File: src/rtl/nuid_pkg.sv
/*
  Constants for the host controller that reads the unique identifier of a
  NAND target over its asynchronous pins: command codes, pin timing, the
  identifier layout and the timing fields that the target reports.
  Assumes one 20 MHz system clock and an asynchronous NAND interface.
*/
// Functional notes
// - Unique-ID command only while all dies idle; host issues it only then.
// - Host sends one address cycle 00h; target then busy for array_read_time.
// - After polling with 70h, host sends 00h before reading identifier data.
// - Host XORs the halves; copy good only if all sixteen give FFh.
// - Random data read 05h then E0h moves the output position.
package nuid_pkg;

  // Command and address bytes
  localparam logic [7:0] CMD_READ_UID    = 8'hED;
  localparam logic [7:0] ADDR_UID        = 8'h00;
  localparam logic [7:0] CMD_READ_STATUS = 8'h70;
  localparam logic [7:0] CMD_READ_MODE   = 8'h00;
  localparam logic [7:0] CMD_RND_READ    = 8'h05;
  localparam logic [7:0] CMD_RND_CONFIRM = 8'hE0;
  localparam int         STATUS_RDY_BIT  = 6;
  localparam logic [7:0] ALL_ONES        = 8'hFF;

  // Identifier layout
  localparam int UID_COPIES    = 16;
  localparam int UID_HALF      = 16;
  localparam int UID_COPY_LEN  = 32;
  localparam int COPY_W        = 4;
  localparam int BYTE_IDX_W    = 5;

  // Timing fields reported in the parameter page, low byte first
  localparam int         PP_PROG_OFS   = 133;
  localparam logic [7:0] PP_PROG_LO    = 8'h58;
  localparam logic [7:0] PP_PROG_HI    = 8'h02;
  localparam int         PP_ERASE_OFS  = 135;
  localparam logic [7:0] PP_ERASE_LO   = 8'h10;
  localparam logic [7:0] PP_ERASE_HI   = 8'h27;
  localparam int         PP_READ_OFS   = 137;
  localparam logic [7:0] PP_READ_LO    = 8'h19;
  localparam logic [7:0] PP_READ_HI    = 8'h00;
  localparam int         PP_COPY_LEN   = 256;
  localparam int         PP_COPY2_OFS  = 256;
  localparam int         PP_COPY3_OFS  = 512;
  localparam int         PP_EXTRA_OFS  = 768;

  // Worst-case times in microseconds, as the target reports them
  localparam int PAGE_PROGRAM_TIME_US = {PP_PROG_HI, PP_PROG_LO};
  localparam int BLOCK_ERASE_TIME_US  = {PP_ERASE_HI, PP_ERASE_LO};
  localparam int ARRAY_READ_TIME_US   = {PP_READ_HI, PP_READ_LO};

  // Pin timing in ns; least times round up, none below one cycle
  localparam int T_CLK_NS   = 50;
  localparam int WE_LOW_NS  = 25;
  localparam int WE_HIGH_NS = 15;
  localparam int REA_NS     = 25;
  localparam int RE_HIGH_NS = 15;
  localparam int WB_NS      = 100;
  localparam int WHR_NS     = 80;
  localparam int SYNC_DEPTH = 2;

  function automatic int ns_to_cyc(input int ns);
    int c;
    c = (ns + T_CLK_NS - 1) / T_CLK_NS;
    return (c < 1) ? 1 : c;
  endfunction : ns_to_cyc

  localparam int WE_LOW_CYC  = ns_to_cyc(WE_LOW_NS);
  localparam int WR_CYC      = WE_LOW_CYC + ns_to_cyc(WE_HIGH_NS);
  localparam int RE_LOW_CYC  = ns_to_cyc(REA_NS) + SYNC_DEPTH + 1;
  localparam int RD_CYC      = RE_LOW_CYC + ns_to_cyc(RE_HIGH_NS);
  localparam int WB_CYC      = ns_to_cyc(WB_NS);
  localparam int WHR_CYC     = ns_to_cyc(WHR_NS);
  localparam int BUSY_TMO_CYC = WB_CYC + (ARRAY_READ_TIME_US * 1000) / T_CLK_NS;
  localparam int CNT_W       = 4;
  localparam int TMO_W       = $clog2(BUSY_TMO_CYC + 1);

  // Sequencer phases
  typedef enum logic [3:0] {
    PH_IDLE, PH_CMD, PH_ADDR, PH_WAIT, PH_STAT_CMD, PH_STAT_RD, PH_MODE_CMD,
    PH_RND_CMD, PH_COL_LO, PH_COL_HI, PH_RND_END, PH_GAP, PH_DATA, PH_END
  } nuid_phase_t;

endpackage : nuid_pkg

File: src/rtl/nuid_host.sv
/*
  Host controller that reads the unique identifier of a NAND target: sends
  the read-unique-ID command and address, waits out the busy time by the
  ready pin or by status polling, optionally jumps to a chosen copy, then
  reads and checks copies in turn until one is good or copy 15 fails.
  Assumes the NAND pins are asynchronous to CLOCK_I; the bidirectional data
  wire is resolved outside from DQ_O and DQ_OE_O.
*/
`timescale 1ns/1ns
module nuid_host
  import nuid_pkg::*;
#(
  parameter int DQ_W = 8
) (
  // Clock, reset, enable
  input  wire logic              CLOCK_I,
  input  wire logic              SYS_RST_I,
  input  wire logic              CLK_EN_I,
  // User request
  input  wire logic              START_I,
  input  wire logic              POLL_I,
  input  wire logic [COPY_W-1:0] COPY_I,
  output logic                   BUSY_O,
  output logic                   DONE_O,
  output logic                   OK_O,
  output logic                   ERR_O,
  // Identifier read-out
  input  wire logic [3:0]        ID_ADDR_I,
  output logic      [7:0]        ID_DATA_O,
  // NAND pins
  output logic                   CE_N_O,
  output logic                   CLE_O,
  output logic                   ALE_O,
  output logic                   WE_N_O,
  output logic                   RE_N_O,
  output logic      [DQ_W-1:0]   DQ_O,
  output logic                   DQ_OE_O,
  input  wire logic [DQ_W-1:0]   DQ_I,
  input  wire logic              RDY_I
);

  nuid_phase_t ph, next_ph;
  logic [CNT_W-1:0]      cnt, next_cnt;
  logic [TMO_W-1:0]      tmo, next_tmo;
  logic [COPY_W-1:0]     copy, next_copy;
  logic [BYTE_IDX_W-1:0] bidx, next_bidx;
  logic                  bad, next_bad;
  logic                  ok_end, next_ok_end;
  logic [DQ_W-1:0]       dq_m, dq_s;
  logic                  rdy_m, rdy_s;
  logic [7:0]            half_rd;

  // Two-flop synchronisers for the pins
  always_ff @(posedge CLOCK_I) begin
    if (CLK_EN_I) begin
      dq_m  <= DQ_I;
      dq_s  <= dq_m;
      rdy_m <= RDY_I;
      rdy_s <= rdy_m;
    end
  end

  // Phase decoding
  wire       wr_ph   = ph inside {PH_CMD, PH_ADDR, PH_STAT_CMD, PH_MODE_CMD,
                                  PH_RND_CMD, PH_COL_LO, PH_COL_HI, PH_RND_END};
  wire       rd_ph   = (ph == PH_STAT_RD) || (ph == PH_DATA);
  wire       is_addr = (ph == PH_ADDR) || (ph == PH_COL_LO) || (ph == PH_COL_HI);
  wire       wr_last = wr_ph && (cnt == CNT_W'(WR_CYC - 1));
  wire       rd_last = rd_ph && (cnt == CNT_W'(RD_CYC - 1));
  wire       sample  = rd_ph && (cnt == CNT_W'(RE_LOW_CYC - 1));
  wire       we_low  = wr_ph && (cnt < CNT_W'(WE_LOW_CYC));
  wire       re_low  = rd_ph && (cnt < CNT_W'(RE_LOW_CYC));
  wire [7:0] rx_byte = dq_s[7:0];
  wire       rx_rdy  = rx_byte[STATUS_RDY_BIT];
  wire       in_hi   = bidx[BYTE_IDX_W-1];
  wire       xor_ok  = ((rx_byte ^ half_rd) == ALL_ONES);
  wire       tmo_hit = (tmo >= TMO_W'(BUSY_TMO_CYC)); // Poll rounds may step past the limit
  wire       start   = START_I && (ph == PH_IDLE);
  wire       mem_wr  = (ph == PH_DATA) && sample && !in_hi;
  wire [7:0] col_lo  = {copy[2:0], 5'h00};
  wire [7:0] col_hi  = {7'h00, copy[COPY_W-1]};

  // Byte put on the data lines for each write phase
  logic [7:0] tx_byte;
  always_comb begin
    unique case (ph)
      PH_CMD:      tx_byte = CMD_READ_UID;
      PH_ADDR:     tx_byte = ADDR_UID;
      PH_STAT_CMD: tx_byte = CMD_READ_STATUS;
      PH_MODE_CMD: tx_byte = CMD_READ_MODE;
      PH_RND_CMD:  tx_byte = CMD_RND_READ;
      PH_COL_LO:   tx_byte = col_lo;
      PH_COL_HI:   tx_byte = col_hi;
      PH_RND_END:  tx_byte = CMD_RND_CONFIRM;
      default:     tx_byte = 8'h00;
    endcase
  end

  // Sequencer next state
  always_comb begin
    next_ph     = ph;
    next_cnt    = cnt + CNT_W'(1);
    next_tmo    = tmo;
    next_copy   = copy;
    next_bidx   = bidx;
    next_bad    = bad;
    next_ok_end = ok_end;
    unique case (ph)
      PH_IDLE: begin
        next_cnt = '0;
        if (START_I) begin
          next_copy   = COPY_I;
          next_bidx   = '0;
          next_bad    = 1'b0;
          next_ok_end = 1'b0;
          next_ph     = rdy_s ? PH_CMD : PH_END;
        end
      end
      PH_WAIT: begin
        next_tmo = tmo + TMO_W'(1);
        if (tmo_hit) begin
          next_ph = PH_END;
        end else if (cnt >= CNT_W'(WB_CYC)) begin
          next_cnt = cnt;
          if (POLL_I) begin
            next_ph  = PH_STAT_CMD;
            next_cnt = '0;
          end else if (rdy_s) begin
            next_ph  = (copy != '0) ? PH_RND_CMD : PH_GAP;
            next_cnt = '0;
          end
        end
      end
      PH_STAT_RD: begin
        next_tmo = tmo + TMO_W'(1);
        if (rd_last) begin
          next_cnt = '0;
          if (rx_rdy) next_ph = PH_MODE_CMD;
          else if (tmo_hit) next_ph = PH_END;
        end
      end
      PH_GAP: begin
        if (cnt == CNT_W'(WHR_CYC - 1)) begin
          next_ph  = PH_DATA;
          next_cnt = '0;
        end
      end
      PH_DATA: begin
        if (sample && in_hi && !xor_ok) next_bad = 1'b1;
        if (rd_last) begin
          next_cnt  = '0;
          next_bidx = bidx + BYTE_IDX_W'(1);
          if (bidx == BYTE_IDX_W'(UID_COPY_LEN - 1)) begin
            if (!bad) begin
              next_ok_end = 1'b1;
              next_ph     = PH_END;
            end else if (copy == COPY_W'(UID_COPIES - 1)) begin
              next_ph = PH_END;
            end else begin
              next_copy = copy + COPY_W'(1);
              next_bad  = 1'b0;
            end
          end
        end
      end
      PH_END: begin
        next_ph  = PH_IDLE;
        next_cnt = '0;
      end
      default: begin
        if (wr_last) begin
          next_cnt = '0;
          unique case (ph)
            PH_CMD:      next_ph = PH_ADDR;
            PH_ADDR:     next_ph = PH_WAIT;
            PH_STAT_CMD: next_ph = PH_STAT_RD;
            PH_MODE_CMD: next_ph = (copy != '0) ? PH_RND_CMD : PH_GAP;
            PH_RND_CMD:  next_ph = PH_COL_LO;
            PH_COL_LO:   next_ph = PH_COL_HI;
            PH_COL_HI:   next_ph = PH_RND_END;
            default:     next_ph = PH_GAP;
          endcase
        end
        if (ph == PH_ADDR) next_tmo = '0;
      end
    endcase
  end

  // Sequencer registers
  always_ff @(posedge CLOCK_I) begin
    if (SYS_RST_I) begin
      ph <= PH_IDLE; cnt <= '0; tmo <= '0; copy <= '0;
      bidx <= '0; bad <= 1'b0; ok_end <= 1'b0;
    end else if (CLK_EN_I) begin
      ph <= next_ph; cnt <= next_cnt; tmo <= next_tmo; copy <= next_copy;
      bidx <= next_bidx; bad <= next_bad; ok_end <= next_ok_end;
    end
  end

  // Registered pins and user status
  always_ff @(posedge CLOCK_I) begin
    if (SYS_RST_I) begin
      CE_N_O <= 1'b1; CLE_O <= 1'b0; ALE_O <= 1'b0; WE_N_O <= 1'b1;
      RE_N_O <= 1'b1; DQ_O <= '0; DQ_OE_O <= 1'b0;
      BUSY_O <= 1'b0; DONE_O <= 1'b0; OK_O <= 1'b0; ERR_O <= 1'b0;
    end else if (CLK_EN_I) begin
      CE_N_O  <= (next_ph == PH_IDLE) || (next_ph == PH_END);
      CLE_O   <= wr_ph && !is_addr;
      ALE_O   <= wr_ph && is_addr;
      WE_N_O  <= !we_low;
      RE_N_O  <= !re_low;
      DQ_O    <= DQ_W'(tx_byte);
      DQ_OE_O <= wr_ph;
      BUSY_O  <= (next_ph != PH_IDLE);
      DONE_O  <= (ph == PH_END);
      if (start) begin
        OK_O  <= 1'b0;
        ERR_O <= 1'b0;
      end else if (ph == PH_END) begin
        OK_O  <= ok_end;
        ERR_O <= !ok_end;
      end
    end
  end

  // First half of the current copy, checked against the second half
  nuid_id_mem #(.WIDTH(8), .DEPTH(UID_HALF), .AW(4)) u_mem (
    .clk_i       (CLOCK_I),
    .clk_en_i    (CLK_EN_I),
    .wr_en_i     (mem_wr),
    .wr_addr_i   (bidx[3:0]),
    .wr_data_i   (rx_byte),
    .rd_a_addr_i (bidx[3:0]),
    .rd_a_data_o (half_rd),
    .rd_b_addr_i (ID_ADDR_I),
    .rd_b_data_o (ID_DATA_O)
  );
endmodule : nuid_host

File: src/rtl/nuid_id_mem.sv
/*
  Small buffer holding the first half of an identifier copy, with one write
  port and two read ports whose data come out of registers.
  Assumes the owner keeps write and read addresses in range.
*/
`timescale 1ns/1ns
module nuid_id_mem #(
  parameter int WIDTH = 8,
  parameter int DEPTH = 16,
  parameter int AW    = 4
) (
  // Clock, enable
  input  wire logic             clk_i,
  input  wire logic             clk_en_i,
  // Write port
  input  wire logic             wr_en_i,
  input  wire logic [AW-1:0]    wr_addr_i,
  input  wire logic [WIDTH-1:0] wr_data_i,
  // Read ports
  input  wire logic [AW-1:0]    rd_a_addr_i,
  output logic      [WIDTH-1:0] rd_a_data_o,
  input  wire logic [AW-1:0]    rd_b_addr_i,
  output logic      [WIDTH-1:0] rd_b_data_o
);

  logic [WIDTH-1:0] mem [DEPTH];

  // Storage and registered reads
  always_ff @(posedge clk_i) begin
    if (clk_en_i) begin
      if (wr_en_i) mem[wr_addr_i] <= wr_data_i;
      rd_a_data_o <= mem[rd_a_addr_i];
      rd_b_data_o <= mem[rd_b_addr_i];
    end
  end

endmodule : nuid_id_mem

File: config.mk
export PLATFORM = sky130hd
export DESIGN_NAME = nuid_host
export DESIGN_NICKNAME = d
export VERILOG_FILES = /design/src/rtl/nuid_pkg.sv /design/src/rtl/nuid_host.sv /design/src/rtl/nuid_id_mem.sv
export SDC_FILE = /design/constraint.sdc
export NUM_CORES = 1
export LEC_CHECK = 0
export BUFFER_PORTS_ARGS = -buffer_cell sky130_fd_sc_hd__buf_4
export CORE_MARGIN = 3
export CORE_UTILIZATION = 53
export CTS_CLUSTER_DIAMETER = 60
export DETAILED_ROUTE_END_ITERATION = 7
export GPL_TIMING_DRIVEN = 0
export PLACE_DENSITY_LB_ADDON = 0.12
export SLEW_MARGIN = 20
export SYNTH_ARGS = -nofsm -noshare
export SYNTH_HDL_FRONTEND = slang
export SYNTH_SLANG_ARGS = --single-unit
File: constraint.sdc
create_clock -name CLOCK_I -period 7.49 [get_ports CLOCK_I]
set_input_delay 0.3745 -clock CLOCK_I [delete_from_list [all_inputs] [get_ports CLOCK_I]]
set_output_delay 0.3745 -clock CLOCK_I [all_outputs]
set_load 0.03 [all_outputs]
==> impl_metrics.toml, run 1 <==
[global_route]
grt_usage = 0.252
grt_pass1_wl_um = 38400
grt_max_degree = 43
use_met3 = 0.0733
antenna_found_initial = 0
grt_pass1_vias = 6404
use_met1 = 0.386
grt.met2_usage = 0.369
grt_overflow_total = 0
top_usage_layer = "met1"

[yosys]
synth_cell_types = 71
synth_area_per_cell_um2 = 14.8
syn_inst = 669
synth_seq_cells = 207
syn_nets = 703
async_flop_share = 0
synth_edf_count = 162
syn_area_um2 = 9920
ys_warn_count = 0
ys.flop_type = "edfxtp_1"
yosysSeqAreaShare = 0.581

[floorplan]
start_util = 0.546
dieArea_um2 = 20400
coreArea_um2 = 18100
rows = 49
die_w_um = 143
fp.dieH_um = 143
num_io_pins = 48

[worst_hold_path]
hold_path_class = "in -> reg"

[clock_network]
clk_pin_slew_ns = 0.06
cts_buffers = 23
cts-root-buf = "clkbuf_16"
cts_resized = 0
clockBufferDepth = 3
clk-insertion-delay-late_ns = 0.53
clkSinkCount = 207
cts_hold_buffers = 0
h-tree-depth = 1
cts_tree = "yes"
post_cts_buffers = 0

[worst_setup_path]
r2r-start = "ph[0]"
r2r_slack_ns = 4.38
critPathRequiredTime_ns = 7.64
worstReg2RegEnd = "u_mem.mem[9][6]"
critPathLaunchType = "flop"
setup.worst_path.class = "reg -> reg"
startpoint = "ph[0]"
cp-end-kind = "flop"
r2r_cells = 7
cp-endpoint = "u_mem.mem[9][6]"
cp.arrival_ns = 3.26
cp_max_fo = 10

[finish]
drive_above_1_share = 0.261
n_fill_cell = 1353
syn_to_final_growth_pct = 14.4
antennaDiodeCount = 0
multi_input_area_um2 = 3870
stdcell_count = 984
nets = 772
seqCellArea_um2 = 5770

[run_status]
status = "complete, no violations"

[timing]
finalCritPeriodShare = 0.415
max_freq_ghz = 0.322
min_period_ns = 3.11
drv_slew = 0
setup-tns-final_ns = 0
relSlewSlack = 0.364
final-hold-violation-count = 0
rsz0062_at_grt = "no"
worst_clock_skew_ns = 0.0275
tightest_slew_ns = 0.954
setup_viol = 0

[drt]
drcViolationCount = 0
vias = 6389
routedWlPerCell_um = 25.7
detail-route-antenna-nets = 0
routed_via_density = 6.49
wl_um = 25300
drt-initial-drc-count = 747
firstDrtPassIters = 5

[pwr]
ir_drop_mv = 0.227
p_leak_nw = 3.73
power.density_nw_per_um2 = 242

[placement]
placed_cells = 941
dp_hpwl_um = 17400
place_congestion = 0.953
portBuffers = 43

[job]
maxCapViolCount = 0
## layer usage
metal / up-vias / routed length, µm
met2: 332 / 11400
li1: 2799 / -
met5: - / 0
met4: 0 / 317
met3: 29 / 2710
met1: 3229 / 10900
## critical path, stage by stage (launching register included)
cell     delay, ns
dfxtp_1       0.36
buf_2         0.25
buf_2         0.29
xnor2_1       0.17
nor4_2        0.47
nand3_1       0.25
nor3b_1       0.45
and2_1        0.50
## power breakdown
group | internal (mW) | switching (mW) | total (mW)
sequential | 1.26 | 0.0278 | 1.29
combinational | 0.0938 | 0.145 | 0.239
clock | 0.753 | 0.467 | 1.22
total | 2.11 | 0.639 | 2.75
## synth_stat cells, types with 12 or more instances
master,n,area (µm²)
a21oi_1,37,185
and2_1,22,138
clkbuf_1,20,75.1
dfxtp_1,45,901
edfxtp_1,162,4860
ha_1,12,150
inv_1,14,52.6
mux4_2,80,1800
nand2_1,25,93.8
nand2b_1,12,75.1
nand3_1,23,115
nor2_1,39,146
nor3_1,14,70.1
o21ai_0,17,85.1
## through the flow
stage	hold slack (ns)	worst slack [ns]	utilization	instance area (µm²)	power, mW
finish	0.0181	4.38	0.625	11300	2.75
CTS	0.00723	4.43	0.625	11300	2.76
global placement	0.402	4.41	0.580	10500	1.55
floorplan	0.400	5.15	-	9920	1.46
global route	0.00643	4.10	0.625	11300	2.83
detailed placement	0.405	4.43	0.580	10500	1.55
## how the worst min path moves through the flow
stage / startpoint / to / cells after the start / slack [ns]
after detailed placement: rdy_m / rdy_s / 0 / 0.41
after global placement: dq_m[7] / dq_s[7] / 0 / 0.40
final: DQ_I[4] / dq_m[4] / 1 / 0.02
after global routing: DQ_I[2] / dq_m[2] / 1 / 0.006
after floorplan: dq_m[0] / dq_s[0] / 0 / 0.40
after CTS: DQ_I[3] / dq_m[3] / 1 / 0.007
## cell usage in the layout (no fill, tap or decap), types with 10 or more instances in the layout
master and instances:
a21oi_1 37, and2_1 22, buf_2 10, buf_4 52, clkbuf_1 25, clkbuf_16 23
dfxtp_1 45, edfxtp_1 162, ha_1 12, inv_1 14, mux4_2 80, nand2_1 25
nand2b_1 12, nand3_1 23, nor2_1 39, nor3_1 14, o21ai_0 17, xnor2_1 11
## state kept, by name (all words and copies together) (netlist names), 4 cells and up
register and count:
cnt 4, dq_s 8, u_mem.mem 128, copy 4, tmo 9, dq_m 8
bidx 5, u_mem.rd_a_data_o 8, ph 4, DQ_O 7, u_mem.rd_b_data_o 8
## layout make-up
| cell class | count | share of cell area |
|---|---|---|
| Clock buffer | 29 | 0.0536 |
| Buffer | 46 | 0.0200 |
| Clock inverter | 13 | 0.0183 |
| Timing Repair Buffer | 44 | 0.0289 |
| Sequential cell | 207 | 0.508 |
| Tap cell | 229 | 0.0253 |
| Inverter | 14 | 0.00463 |
| Multi-Input combinational cell | 402 | 0.341 |
## kinds of logic after synthesis
kind of cell | after synthesis | synth area share
AOI/OAI and AO/OA | 102 | 0.0659
xor gates and xnor gates | 16 | 0.0141
adders and majority gates | 12 | 0.0151
buffers and inverters | 60 | 0.0281
DFF | 207 | 0.581
muxes | 87 | 0.189
other | 1 | 0.000378
and+or+nand+nor | 184 | 0.106
Power figures use the tool's default switching activity.
==> run 2, diff against run 1 <==
==> constraint.sdc (replaced) <==
create_clock -name CLOCK_I -period 3.05 [get_ports CLOCK_I]
set_input_delay 0.1525 -clock CLOCK_I [delete_from_list [all_inputs] [get_ports CLOCK_I]]
set_output_delay 0.1525 -clock CLOCK_I [all_outputs]
set_load 0.03 [all_outputs]
==> run 2 against run 1 <==
  * Critical path depth unchanged
  * Global-route usage increased by 0.10 points
  * Combinational power increased to 2.5 times the previous value
  * Non-clock buffer count increased by 9
  * Sequential cell count unchanged
  * Largest cell class unchanged
  * Critical endpoint unchanged
  * Highest routed layer unchanged
  * Die area unchanged
  * Worst hold slack about the same
  * Clock skew decreased by 0.0023 ns
==> impl_metrics.toml, run 2 (same netlist as run 1, synthesis figures left out) <==
[worst_setup_path]
cp-endpoint = "u_mem.mem[9][6]"
cp_max_fo = 10
cpLargestDelayFamily = "simple AND/OR/NAND/NOR gates"
r2r-start = "ph[0]"
worstSetupPathDepth = 7
critPathRequiredTime_ns = 3.25
r2r_slack_ns = 0.18
critPathLaunchType = "flop"
path_buf_inv = 2
startpoint = "ph[0]"
crit_path_max_incr_delay_ns = 0.47
crit_top_cell = "buf_2"
setup.worst_path.class = "reg -> reg"
path_cells = "buf_2 -> buf_2 -> xnor2_1 -> nor4_4 -> nand3_1 -> nor3b_1 -> and2_2"
cp-end-kind = "flop"
worstReg2RegEnd = "u_mem.mem[9][6]"
critical_path.slowest_cell = "nor3b_1"
cp.arrival_ns = 3.07
r2r_cells = 7

[floorplan]
dieArea_um2 = 20400
fp.dieH_um = 143
rows = 49
start_util = 0.546
coreArea_um2 = 18100
num_io_pins = 48
die_w_um = 143

[drt]
drcViolationCount = 0
routedWlPerCell_um = 25.6
routed_via_density = 6.54
drt-initial-drc-count = 799
firstDrtPassIters = 5
detail-route-antenna-nets = 0
wl_um = 25500
vias = 6492

[run_status]
status = "complete, no violations"

[worst_hold_path]
hold_path_class = "in -> reg"
hp-start = "COPY_I[0]"

[finish]
n_fill_cell = 1345
layout_common_cells = "edfxtp_1, mux4_2, buf_4"
largest_register_ffs = 128
stdcell_count = 993
antennaDiodeCount = 0
largestRegisters = "u_mem.mem x128, tmo x9"
syn_to_final_growth_pct = 15.6
final_common_cell = "edfxtp_1"
largest-register = "u_mem.mem"
drive_above_1_share = 0.274
nets = 781

[global_route]
grt_usage = 0.253
grt_pass1_vias = 6480
grt_max_degree = 43
grt_pass1_wl_um = 38500
grt_overflow_total = 0
antenna_found_initial = 0

[timing]
drv_slew = 0
setup_viol = 0
rsz0062_at_grt = "yes"
finalCritPeriodShare = 0.942
max_freq_ghz = 0.348
tightest_slew_ns = 0.960
final-hold-violation-count = 0
relSlewSlack = 0.360
min_period_ns = 2.87
worst_clock_skew_ns = 0.0252

[clock_network]
clk-insertion-delay-late_ns = 0.53
cts-root-buf = "clkbuf_16"
h-tree-depth = 1
clk_pin_slew_ns = 0.06
clockBufferDepth = 3
cts_buffers = 23
clkSinkCount = 207
cts_tree = "yes"

[placement]
dp_hpwl_um = 17400
place_congestion = 0.953
placed_cells = 941
portBuffers = 43

[pwr]
ir_drop_mv = 0.563
finalPower_mw = 6.77
p_leak_nw = 3.78
power.density_nw_per_um2 = 590

[job]
maxCapViolCount = 0
-- run 2: how the worst min path moves through the flow --
stage | end | slack (ns) | depth (start not counted)
2_1_floorplan | dq_m[0] | 0.25 | 0
6_report | copy[0] | 0.02 | 3
4_1_cts | copy[0] | 0.02 | 3
5_1_grt | copy[0] | 0.03 | 3
3_3_place_gp | dq_m[6] | 0.33 | 1
3_5_place_dp | dq_m[1] | 0.33 | 1
-- run 2: metal layers --
metal | wire, µm | vias to the layer above | track usage | part of all wire
met5 | 0 | - | 0 | 0
met4 | 332 | 0 | 0.0450 | 0.013
met3 | 2830 | 30 | 0.0730 | 0.11
met2 | 11300 | 366 | 0.372 | 0.44
met1 | 11000 | 3286 | 0.386 | 0.43
li1 | - | 2810 | - | -
-- run 2: through the flow --
| step | hold slack, ns | TNS (ns) | area, µm² | utilization | setup WS [ns] |
|---|---|---|---|---|---|
| floorplan | 0.251 | 0 | 9920 | - | 0.707 |
| global placement | 0.331 | -0.657 | 10500 | 0.580 | -0.0286 |
| detailed placement | 0.332 | -0.0396 | 10500 | 0.580 | -0.00570 |
| CTS | 0.0168 | 0 | 11400 | 0.631 | 0.00627 |
| global route | 0.0253 | -0.0614 | 11500 | 0.632 | -0.0133 |
| finish | 0.0182 | 0 | 11500 | 0.632 | 0.175 |
-- run 2: area by class of cell --
cell class / instances / area, µm² / share of cell area
buffer: 45 / 223 / 0.0194
tap: 229 / 287 / 0.0250
multi-input combinational: 402 / 3890 / 0.340
clock inverter: 13 / 208 / 0.0181
timing repair buffer: 54 / 428 / 0.0373
inverter: 14 / 52.6 / 0.00458
sequential: 207 / 5770 / 0.503
clock buffer: 29 / 608 / 0.0530
-- run 2: timing repair --
item / 4_1_cts / 5_1_grt
setup buffers: 0 / 0
endpoints found under the hold margin: 10 / 0
hold buffers: 10 / 0
endpoints found under the setup margin: 2 / 112
gates resized for setup: 2 / 11
-- run 2: report_power, final --
group	internal, mW	switching [mW]
registers	3.11	0.0680
clock network	1.85	1.14
logic	0.239	0.362
-- run 2: tightest hold or removal path: cells and delay by family --
family,cells,cell delay [ns]
buffers and inverters,1,0.09
AOI/OAI and AO/OA,2,0.25
==> run 3, diff against run 2 <==
--- a/config.mk
+++ b/config.mk
@@ -15,4 +15,5 @@
 export SLEW_MARGIN = 20
 export SYNTH_ARGS = -nofsm -noshare
 export SYNTH_HDL_FRONTEND = slang
+export SYNTH_HIERARCHICAL = 1
 export SYNTH_SLANG_ARGS = --single-unit
==> run 3 against run 2 <==
  * Global-route usage down 0.33 points
  * Sequential cell count unchanged
  * Non-clock buffer count up 5
  * Utilization up 0.48 points
  * Via count up 1.6%
  * Largest cell class unchanged
==> impl_metrics.toml, run 3 <==
[yosys]
ys_top_cells_by_area = "edfxtp_1, dfxtp_1, mux4_2"
syn_inst = 696
synth_edf_count = 162
synth_seq_cells = 207
synth_cell_types = 63
syn_nets = 727
ys.flop_type = "edfxtp_1"
yosysSeqAreaShare = 0.587
ys_warn_count = 6
async_flop_share = 0
yosysMostFrequentCell = "edfxtp_1"
synth_top_area_share = 0.495
yosys.area.top_type = "edfxtp_1"
syn_area_um2 = 9830
synth_area_per_cell_um2 = 14.1
synthTopCellsByCount = "edfxtp_1, nor2_1, nand2_1, dfxtp_1"

[finish]
stdcell_count = 1027
nets = 813
layout_common_cells = "edfxtp_1, nand2_1, buf_4"
antennaDiodeCount = 0
largest-register = "u_mem/mem"
syn_to_final_growth_pct = 17.2
largest_register_ffs = 128
final_common_cell = "edfxtp_1"
drive_above_1_share = 0.224
largestRegisters = "u_mem/mem x128, tmo x9"

[worst_setup_path]
setup.worst_path.class = "reg -> reg"
critPathRequiredTime_ns = 3.19
r2r_slack_ns = 0.15
r2r_cells = 8
cp-end-kind = "flop"
critPathLaunchType = "flop"
worstReg2RegEnd = "u_mem/mem[9][7]"
cp_max_fo = 10
cp.arrival_ns = 3.04
r2r-start = "ph[3]"

[timing]
finalCritPeriodShare = 0.951
setup-tns-final_ns = 0
worst_clock_skew_ns = 0.0202
max_freq_ghz = 0.345
relSlewSlack = 0.352
drv_slew = 0
final-hold-violation-count = 0
setup_viol = 0
min_period_ns = 2.90
rsz0062_at_grt = "yes"
tightest_slew_ns = 0.964
fin_ws_ns = 0.149

[placement]
place_congestion = 0.932
dp_worst_setup_slack_ns = -0.673
portBuffers = 45
placed_cells = 973
dp_hpwl_um = 17200

[worst_hold_path]
hold_depth = 5
hp-start = "COPY_I[2]"
min_to = "copy[2]"
hold_path_class = "in -> reg"

[clock_network]
clk-insertion-delay-late_ns = 0.51
cts_tree = "yes"
clk_pin_slew_ns = 0.06
clockBufferDepth = 3
h-tree-depth = 1
cts_buffers = 23
cts-root-buf = "clkbuf_16"
clkSinkCount = 207

[global_route]
grt_pass1_wl_um = 38500
grt_overflow_total = 0
antenna_found_initial = 0
grt_max_degree = 40
grt_pass1_vias = 6683
grt_usage = 0.250

[drt]
firstDrtPassIters = 5
routed_via_density = 6.42
drcViolationCount = 0
drt-initial-drc-count = 735
vias = 6595
routedWlPerCell_um = 24.3
wl_um = 25000
detail-route-antenna-nets = 0

[floorplan]
rows = 49
num_io_pins = 48
fp.dieH_um = 142
dieArea_um2 = 20200
start_util = 0.543
die_w_um = 142
coreArea_um2 = 18100

[job]
maxCapViolCount = 0

[pwr]
ir_drop_mv = 0.427
p_leak_nw = 3.93
power.density_nw_per_um2 = 561
finalPower_mw = 6.46

[run_status]
status = "complete, no violations"
run 3: cell count changes after synthesis, moves of 6 or more:
| cell | delta |
|---|---|
| a22oi_1 | +32 |
| and2_1 | -16 |
| buf_4 | -6 |
| clkbuf_1 | -10 |
| clkdlybuf4s25_2 | +6 |
| mux4_1 | +28 |
| mux4_2 | -46 |
| nand2_1 | +33 |
| nand3_1 | -9 |
| nor2_1 | +22 |
run 3: timing repair:
item,CTS,global route
hold endpoints to repair,10,0
gates cloned,0,0
hold buffers,10,0
buffers inserted,2,3
resized for setup,17,13
setup endpoints to repair,128,127
pin swaps,2,4
run 3: cell type report:
type | count | area [µm²]
fillers | 1325 | 6570
flip-flops and latches | 207 | 5770
multi-input cells | 430 | 3850
clock buffers | 28 | 604
repair buffers | 63 | 536
well taps | 229 | 287
plain buffers | 41 | 270
clock inverters | 13 | 143
inverters | 16 | 60.1
run 3: per-layer routing:
metal  wire length [µm]  share of wire  track usage
met1               9970           0.40        0.340
met2              12100           0.48        0.414
met3               2100          0.084       0.0484
met4                780          0.031       0.0747
met5                  0              0            0
run 3: logic make-up (layout without fill, tap and decap cells):
family / Yosys count / after routing / synth area share
AOI/OAI and AO/OA: 128 / 128 / 0.0859
muxes: 72 / 72 / 0.166
xor gates and xnor gates: 13 / 13 / 0.0116
buffers and inverters: 59 / 161 / 0.0337
adders and majority gates: 10 / 10 / 0.0126
DFF: 207 / 207 / 0.587
and+or+nand+nor: 206 / 206 / 0.103
other: 1 / 1 / 0.000382
run 3: worst max-delay path by stage:
stage | from | end | cells past startpoint | slack (ns)
3_5_place_dp | ph[3] | u_mem/mem[4][7] | 9 | -0.67
3_3_place_gp | ph[3] | u_mem/mem[0][0] | 9 | -1.13
2_1_floorplan | ph[3] | u_mem/mem[0][0] | 9 | 0.006
5_1_grt | ph[3] | u_mem/mem[5][7] | 8 | -0.03
6_report | ph[3] | u_mem/mem[9][7] | 8 | 0.15
4_1_cts | ph[3] | u_mem/mem[4][2] | 9 | -0.08
run 3: through the flow:
| stage | utilization | hold slack [ns] | area (µm²) |
|---|---|---|---|
| floorplan | - | 0.251 | 9830 |
| detailed placement | 0.580 | 0.332 | 10500 |
| CTS | 0.632 | 0.00969 | 11400 |
| global route | 0.637 | 0.0333 | 11500 |
| finish | 0.637 | 0.0277 | 11500 |
| global placement | 0.578 | 0.330 | 10500 |
run 3: report_power, final:
| part | internal, mW | switching (mW) |
|---|---|---|
| clock network | 1.66 | 1.07 |
| logic | 0.219 | 0.341 |
| registers | 3.11 | 0.0686 |
| total | 4.99 | 1.48 |
run 3: worst max-delay path, stage by stage (launching register included):
cell and delay, ns:
dfxtp_2 0.38, clkbuf_4 0.22, nand2_1 0.17, nor3_2 0.20, buf_4 0.21, nand2_1 0.13
nor4_4 0.34, nand4b_1 0.36, nor2_2 0.54
